--- src/logic/cpu_operating_mode_control_pkg.sv ---
package comr_pkg;
   // ==========================================================
   // Register layout
   // ==========================================================
   localparam int unsigned REG_W = 32;
   localparam int unsigned MASK_W = 4;
   localparam int unsigned SPEC_BIT = 5;
   localparam int unsigned MSKSEL_BIT = 3;
   // Reserved field 31..6 holds 0xF, so bits 9..6 read as ones
   localparam logic [REG_W-1:0] RSVD_VALUE = 32'h000003C0;
   localparam logic [REG_W-1:0] LIVE_MASK = 32'h00000028;
   localparam logic SPEC_RESET = 1'b1;
   localparam logic MSKSEL_RESET = 1'b0;
   localparam logic [REG_W-1:0] RESET_WORD = 32'h000003E0;

   // ==========================================================
   // Update sequence
   // ==========================================================
   typedef enum logic [1:0] {
      SEQ_IDLE,
      SEQ_WRITTEN,
      SEQ_READBACK
   } comr_seq_e;
endpackage

--- src/logic/cpu_operating_mode_control_reg.sv ---
// Function
// - Reserved bits read their initial values; writes to them are ignored.
// - New setting applies after write, one readback, then return or invalidate.
// - Bit 5 set enables speculative return fetch; clear forbids it.
// - Bit 3 set loads interrupt mask with accepted level; clear keeps it.
`timescale 1ns/1ps
module comr_reg (
   input wire logic mclk,
   input wire logic sys_rst,
   input wire logic regWrite,
   input wire logic regWriteFromCpu,
   input wire logic [comr_pkg::REG_W-1:0] regWdata,
   input wire logic regRead,
   input wire logic exceptionReturnInstruction,
   input wire logic icacheBlockInvalidateInstruction,
   input wire logic intAccept,
   input wire logic [comr_pkg::MASK_W-1:0] intLevel,
   input wire logic [comr_pkg::MASK_W-1:0] statusInterruptMask,
   output logic [comr_pkg::REG_W-1:0] regRdata,
   output logic returnFetchSpeculation,
   output logic interruptMaskUpdateSelect,
   output logic maskLoad,
   output logic [comr_pkg::MASK_W-1:0] newStatusInterruptMask
);
   import comr_pkg::*;

   // ==========================================================
   // State
   // ==========================================================
   comr_seq_e seq_q;
   comr_seq_e seq_d;
   logic specShadow_q;
   logic specShadow_d;
   logic mskShadow_q;
   logic mskShadow_d;
   logic specLive_q;
   logic specLive_d;
   logic mskLive_q;
   logic mskLive_d;
   logic [REG_W-1:0] rdata_q;
   logic [REG_W-1:0] rdata_d;
   logic maskLoad_q;
   logic maskLoad_d;
   logic [MASK_W-1:0] newMask_q;
   logic [MASK_W-1:0] newMask_d;
   logic cpuWrite;
   logic applyNow;

   // Non-CPU writes are dropped: their timing against the pipeline is unknown
   assign cpuWrite = regWrite & regWriteFromCpu;
   // Return and invalidate count only once the readback has been seen
   assign applyNow = (seq_q == SEQ_READBACK) &
                     (exceptionReturnInstruction | icacheBlockInvalidateInstruction);

   // ==========================================================
   // Update sequence
   // ==========================================================
   always_comb begin
      seq_d = seq_q;
      specShadow_d = specShadow_q;
      mskShadow_d = mskShadow_q;
      specLive_d = specLive_q;
      mskLive_d = mskLive_q;
      if (cpuWrite) begin
         // Only live bits are stored; reserved bits stay constant
         specShadow_d = regWdata[SPEC_BIT];
         mskShadow_d = regWdata[MSKSEL_BIT];
         // A store in mid-sequence restarts it, so a stale readback never applies
         seq_d = SEQ_WRITTEN;
      end else begin
         case (seq_q)
            SEQ_IDLE: begin
               // Reads and returns here leave the live setting alone
               seq_d = SEQ_IDLE;
            end
            SEQ_WRITTEN: begin
               if (regRead) begin
                  seq_d = SEQ_READBACK;
               end
            end
            SEQ_READBACK: begin
               if (applyNow) begin
                  specLive_d = specShadow_q;
                  mskLive_d = mskShadow_q;
                  seq_d = SEQ_IDLE;
               end
            end
            default: begin
               seq_d = SEQ_IDLE;
            end
         endcase
      end
   end

   always_ff @(posedge mclk or posedge sys_rst) begin
      if (sys_rst) begin
         seq_q <= SEQ_IDLE;
         specShadow_q <= SPEC_RESET;
         mskShadow_q <= MSKSEL_RESET;
         specLive_q <= SPEC_RESET;
         mskLive_q <= MSKSEL_RESET;
      end else begin
         seq_q <= seq_d;
         specShadow_q <= specShadow_d;
         mskShadow_q <= mskShadow_d;
         specLive_q <= specLive_d;
         mskLive_q <= mskLive_d;
      end
   end

   // ==========================================================
   // Read data
   // ==========================================================
   always_comb begin
      rdata_d = rdata_q;
      if (regRead) begin
         // Readback shows what software wrote, before it takes effect
         rdata_d = RSVD_VALUE;
         rdata_d[SPEC_BIT] = specShadow_q;
         rdata_d[MSKSEL_BIT] = mskShadow_q;
      end
   end

   always_ff @(posedge mclk or posedge sys_rst) begin
      if (sys_rst) begin
         rdata_q <= RESET_WORD;
      end else begin
         rdata_q <= rdata_d;
      end
   end

   // ==========================================================
   // Interrupt mask update
   // ==========================================================
   always_comb begin
      maskLoad_d = 1'b0;
      newMask_d = statusInterruptMask;
      if (intAccept) begin
         maskLoad_d = 1'b1;
         // Uses the applied bit, not the one still waiting in the shadow
         if (mskLive_q) begin
            newMask_d = intLevel;
         end
      end
   end

   always_ff @(posedge mclk or posedge sys_rst) begin
      if (sys_rst) begin
         maskLoad_q <= 1'b0;
         newMask_q <= '0;
      end else begin
         maskLoad_q <= maskLoad_d;
         newMask_q <= newMask_d;
      end
   end

   // ==========================================================
   // Outputs
   // ==========================================================
   assign regRdata = rdata_q;
   // Fetch unit must hold back speculative return fetches while this is low
   assign returnFetchSpeculation = specLive_q;
   assign interruptMaskUpdateSelect = mskLive_q;
   assign maskLoad = maskLoad_q;
   assign newStatusInterruptMask = newMask_q;
endmodule

--- config.mk ---
export PLATFORM = sky130hd
export DESIGN_NAME = comr_reg
export DESIGN_NICKNAME = d
export VERILOG_FILES = /design/src/logic/cpu_operating_mode_control_pkg.sv /design/src/logic/cpu_operating_mode_control_reg.sv
export SDC_FILE = /design/constraint.sdc
export NUM_CORES = 1
export LEC_CHECK = 0
export BUFFER_PORTS_ARGS = -buffer_cell sky130_fd_sc_hd__buf_2
export CAP_MARGIN = 20
export CORE_MARGIN = 3
export CORE_UTILIZATION = 32
export DETAILED_ROUTE_END_ITERATION = 10
export PLACE_DENSITY = 0.77
export SKIP_LAST_GASP = 1
export SYNTH_ARGS = -nofsm -noshare
export SYNTH_HDL_FRONTEND = slang
export SYNTH_SLANG_ARGS = --single-unit
--- constraint.sdc ---
create_clock -name mclk -period 1.7 [get_ports mclk]
set_clock_uncertainty 0.2 [all_clocks]
set_input_delay 0.255 -clock mclk [delete_from_list [all_inputs] [get_ports mclk]]
set_output_delay 0.255 -clock mclk [all_outputs]
set_load 0.1 [all_outputs]
Word-level counts from Yosys, hierarchy flattened

Index checks and enable logic that the tools add are counted.

Equality and inequality tests: 4
Mux-type cells: 7
Reduce and logical (&&, ||, !) cells: 2
Bitwise logic cells: 4

Operators with widths:

| operator           | number |
|---|---|
| $mux 4             | 2 |
| $mux 2             | 3 |
| $ne 3x3->1 const B | 2 |
| $pmux 2 s2         | 1 |
| $reduce_and 3->1   | 1 |
| $and 1x1->1        | 2 |
| $eq 2x1->1 const B | 1 |
| $eq 2x2->1 const B | 1 |
| $reduce_and 2->1   | 1 |
| $mux 1             | 1 |
| $not 1->1          | 1 |
| $or 1x1->1         | 1 |

Bits of input ports: 48
Flip-flop bits (word level): 13

Longest topological paths before layout

Word-level depth: 5
Gate-level depth with buffers: 3

Worst setup path after synthesis

Ideal clock, no wire load.

Path type: register -> register
Start point: register mskLive_q (netlist: interruptMaskUpdateSelect)
End point: register newMask_q[0] (netlist: newStatusInterruptMask[0])
Required time: 1.375 ns
Cell stages (with the launch flop): 3
Library setup time: 0.125 ns
Path slack: -0.110 ns
Path buffers: 0
Data arrival time: 1.485 ns
Clock period less this slack: 1.810 ns
Cell sequence: dfrtp_1 > nand2_1 > mux2_2

Word-level cells in the longest chain between the ends: 2

RTL lines:

| what                     | RTL line                              | text |
|---|---|---|
| start: declaration       | cpu_operating_mode_control_reg.sv:38  | `logic mskLive_q;` |
| start signal: assignment | cpu_operating_mode_control_reg.sv:107 | `mskLive_q <= mskLive_d;` |
| $mux 4                   | cpu_operating_mode_control_reg.sv:141 | `if (mskLive_q) begin` |
| $mux 4                   | cpu_operating_mode_control_reg.sv:138 | `if (intAccept) begin` |
| named net newMask_d[0]   | cpu_operating_mode_control_reg.sv:45  | `logic [MASK_W-1:0] newMask_d;` |
| end signal: assignment   | cpu_operating_mode_control_reg.sv:153 | `newMask_q <= newMask_d;` |
| end: declaration         | cpu_operating_mode_control_reg.sv:44  | `logic [MASK_W-1:0] newMask_q;` |

The timed path passes the listed nets, and every way through them passes these cells.
A chain may end at the register's enable or synchronous reset.

Final worst setup path

Start point: input port regWrite
End point: register mskLive_q (netlist: interruptMaskUpdateSelect)

Word-level cells in the longest chain between the ends: 3

RTL lines:

| what                              | RTL line                             | text |
|---|---|---|
| start: declaration                | cpu_operating_mode_control_reg.sv:10 | `input wire logic regWrite,` |
| $and 1x1->1                       | cpu_operating_mode_control_reg.sv:50 | `assign cpuWrite = regWrite & regWriteFromCpu;` |
| $not 1->1 (no source line)        | -                                    |  |
| $reduce_and 3->1 (no source line) | -                                    |  |

No other way between the ends.

==> impl_metrics.py <==
metrics = {
    "run_status": {
        "outcome": "finished clean",
    },
    "die": {
        "io_pins": 87,
        "coreArea_sq_um": 2060,
        "core.rowCount": 16,
        "fp.dieW_um": 54.0,
        "die_area_sq_um": 2920,
        "die_h_um": 54.0,
        "start_util_pct": 35.8,
    },
    "power_and_ir_drop": {
        "ir_drop_uv": 737,
        "p_per_area_nw_per_um2": 1620,
        "total_power_mw": 1.46,
        "p_leak_nw": 0.464,
    },
    "yosys": {
        "synthMuxAreaShare_pct": 15.3,
        "synth_top_family_by_area": "buffers and inverters",
        "yosys-top-cells-area": "dfrtp_1, buf_4, mux2_2",
        "synth_compound_area_share_pct": 4.58,
        "yosysWarnings": 0,
        "ys_ff_latch": 13,
        "synth_top_area_share_pct": 33.9,
        "yosys.area_share.simple_pct": 2.54,
        "syn_inst": 65,
        "ys_seq_area_share_pct": 44.6,
        "avgSynthCellArea_sq_um": 11.4,
        "syn-cell-area_sq_um": 738,
        "netlist-cell-type-count": 14,
        "synth_top_cell_by_area": "dfrtp_1",
        "synthAdderAreaFrac_pct": 0,
        "synth_xor_area_share_pct": 0,
    },
    "worst_setup_path": {
        "critPathKind": "in -> reg",
        "path_buf_inv": 2,
        "path_delay_family": "buffers and inverters",
        "cp.arrival_ps": 1530,
        "path_cells": "dlygate4sd3_1 -> buf_2 -> nand2_2 -> o2111ai_2 -> mux2_1",
        "critPathLaunchType": "input port",
        "slowest_stage": "dlygate4sd3_1",
        "slowest_delay_ps": 530,
        "required_ps": 1660,
        "cp_max_fo": 4,
        "end_kind": "flip-flop",
    },
    "placement": {
        "hpwl_mm": 1.04,
        "place_ws_ps": 377,
        "numPlacedInstances": 116,
        "portBuffers": 26,
        "placed_area_sq_um": 813,
        "gp_congestion": 0.699,
    },
    "detailed_routing": {
        "wl_mm": 1.31,
        "num_vias": 480,
        "drtIter0Drc": 6,
        "drt-wirelength-per-cell_um": 10.4,
        "drtPass1Iterations": 4,
        "final_antenna_net_count": 0,
        "drt-vias-per-instance": 3.81,
        "drc_errors": 0,
    },
    "cts": {
        "post_cts_buffers": 0,
        "numCtsBuffers": 3,
        "clk_pin_slew_ps": 80,
        "cts_hold_buffers": 4,
        "cts_resized": 0,
        "cts_tree": "yes",
        "root_buffer": "clkbuf_4",
        "htreeDepth": 1,
        "cts.sinks": 13,
        "clock_latency_ps": 270,
        "cts_buffer_depth": 2,
    },
    "final_layout": {
        "post-route-util_pct": 43.6,
        "n_antenna_cell": 0,
        "instances_no_fill": 126,
        "area_delta_synth_final_pct": 21.9,
        "drive_above_1_share_pct": 43.4,
        "design_area_sq_um": 900,
        "fillers": 207,
        "nets": 148,
    },
    "timing": {
        "setup_ws_ps": 128,
        "period_share_pct": 92.4,
        "hold_viol": 0,
        "fin_crit_ps": 1570,
        "final-max-slew-violation-count": 0,
        "rsz0062_at_grt": "no",
        "hold_slack_ps": 12.9,
        "fin_tns_setup_ps": 0,
        "fmax_mhz": 636,
        "setup_violations": 0,
    },
    "grt": {
        "antenna_found_initial": 0,
        "grt_pass1_wl_mm": 1.86,
        "grt_overflow": 0,
        "grt_max_degree": 14,
        "grt_use_total_pct": 8.92,
        "grt_pass1_vias": 443,
    },
    "min_path": {
        "hold_path.class": "in -> reg",
    },
    "flow_run": {
        "max_cap_violations": 0,
    },
}
==> final timing paths <==
kind	from	end	slack (ps)	depth (start not counted)
min	regWdata[3]	mskShadow_q	10	2
max in group asynchronous	sys_rst	interruptMaskUpdateSelect	610	3
max reg2reg	seq_q[0]	interruptMaskUpdateSelect	440	3
min reg2reg	regRdata[3]	regRdata[3]	310	1
min in group asynchronous	sys_rst	mskShadow_q	330	3
max	regWrite	interruptMaskUpdateSelect	130	5
==> Yosys cell counts <==
cell type,count
nor4b_1,1
mux2_2,8
dfrtp_1,10
o2111ai_2,1
nand2_2,1
o31ai_1,1
buf_4,30
inv_1,3
a21oi_1,1
nand2_1,1
conb_1,2
mux2_1,2
dfstp_2,3
a31oi_1,1
==> where the power goes <==
part | switching (mW) | internal [mW]
sequential | 0.0360 | 0.383
clock | 0.0984 | 0.0908
combinational | 0.703 | 0.150
total | 0.837 | 0.623
==> area by class of cell <==
cell class,count,area (sq um),share of cell area [%]
Clock buffer,4,26.3,2.92
Inverter,3,11.3,1.25
Multi-Input combinational cell,47,278,30.9
Sequential cell,13,330,36.7
Tap cell,27,33.8,3.76
Timing Repair Buffer,32,220,24.5
==> flip-flops by register name, indices dropped and copies added, names as in the netlist <==
name / count
newStatusInterruptMask: 4
regRdata: 2
interruptMaskUpdateSelect: 1
returnFetchSpeculation: 1
seq_q: 2
maskLoad: 1
mskShadow_q: 1
specShadow_q: 1
==> layer usage <==
layer  global-route usage [%]  routed length [um]  share of wire (%)  vias up
met1                     10.2                 430                 33      230
li1                         -                   -                  -      218
met2                     16.1                 729                 56       32
met5                        0                   0                  0        -
met4                     1.24                   0                  0        0
met3                     3.32                 153                 12        0
==> placed cells by master (no fill, tap or decap) <==
master / Yosys / routed
clkbuf_4: 0 / 3
dlygate4sd3_1: 0 / 6
nand2_1: 1 / 1
dfrtp_2: 0 / 1
buf_2: 0 / 24
dfstp_2: 3 / 3
mux2_1: 2 / 2
mux2_2: 8 / 8
nand2_2: 1 / 1
conb_1: 2 / 30
o2111ai_2: 1 / 1
buf_12: 0 / 2
a31oi_1: 1 / 1
clkbuf_1: 0 / 1
inv_1: 3 / 3
dfrtp_1: 10 / 9
o31ai_1: 1 / 1
nor4b_1: 1 / 1
a21oi_1: 1 / 1
==> logic make-up (layout without fill, tap and decap cells) <==
kind of cell           count (synthesis)  count (layout)
AO/OA/AOI/OAI                          4               4
flip-flops                            13              13
AND/OR/NAND/NOR                        3               3
other                                  2              30
buffers and inverters                 33              39
multiplexers                          10              10
(Power assumes the default switching activity.)
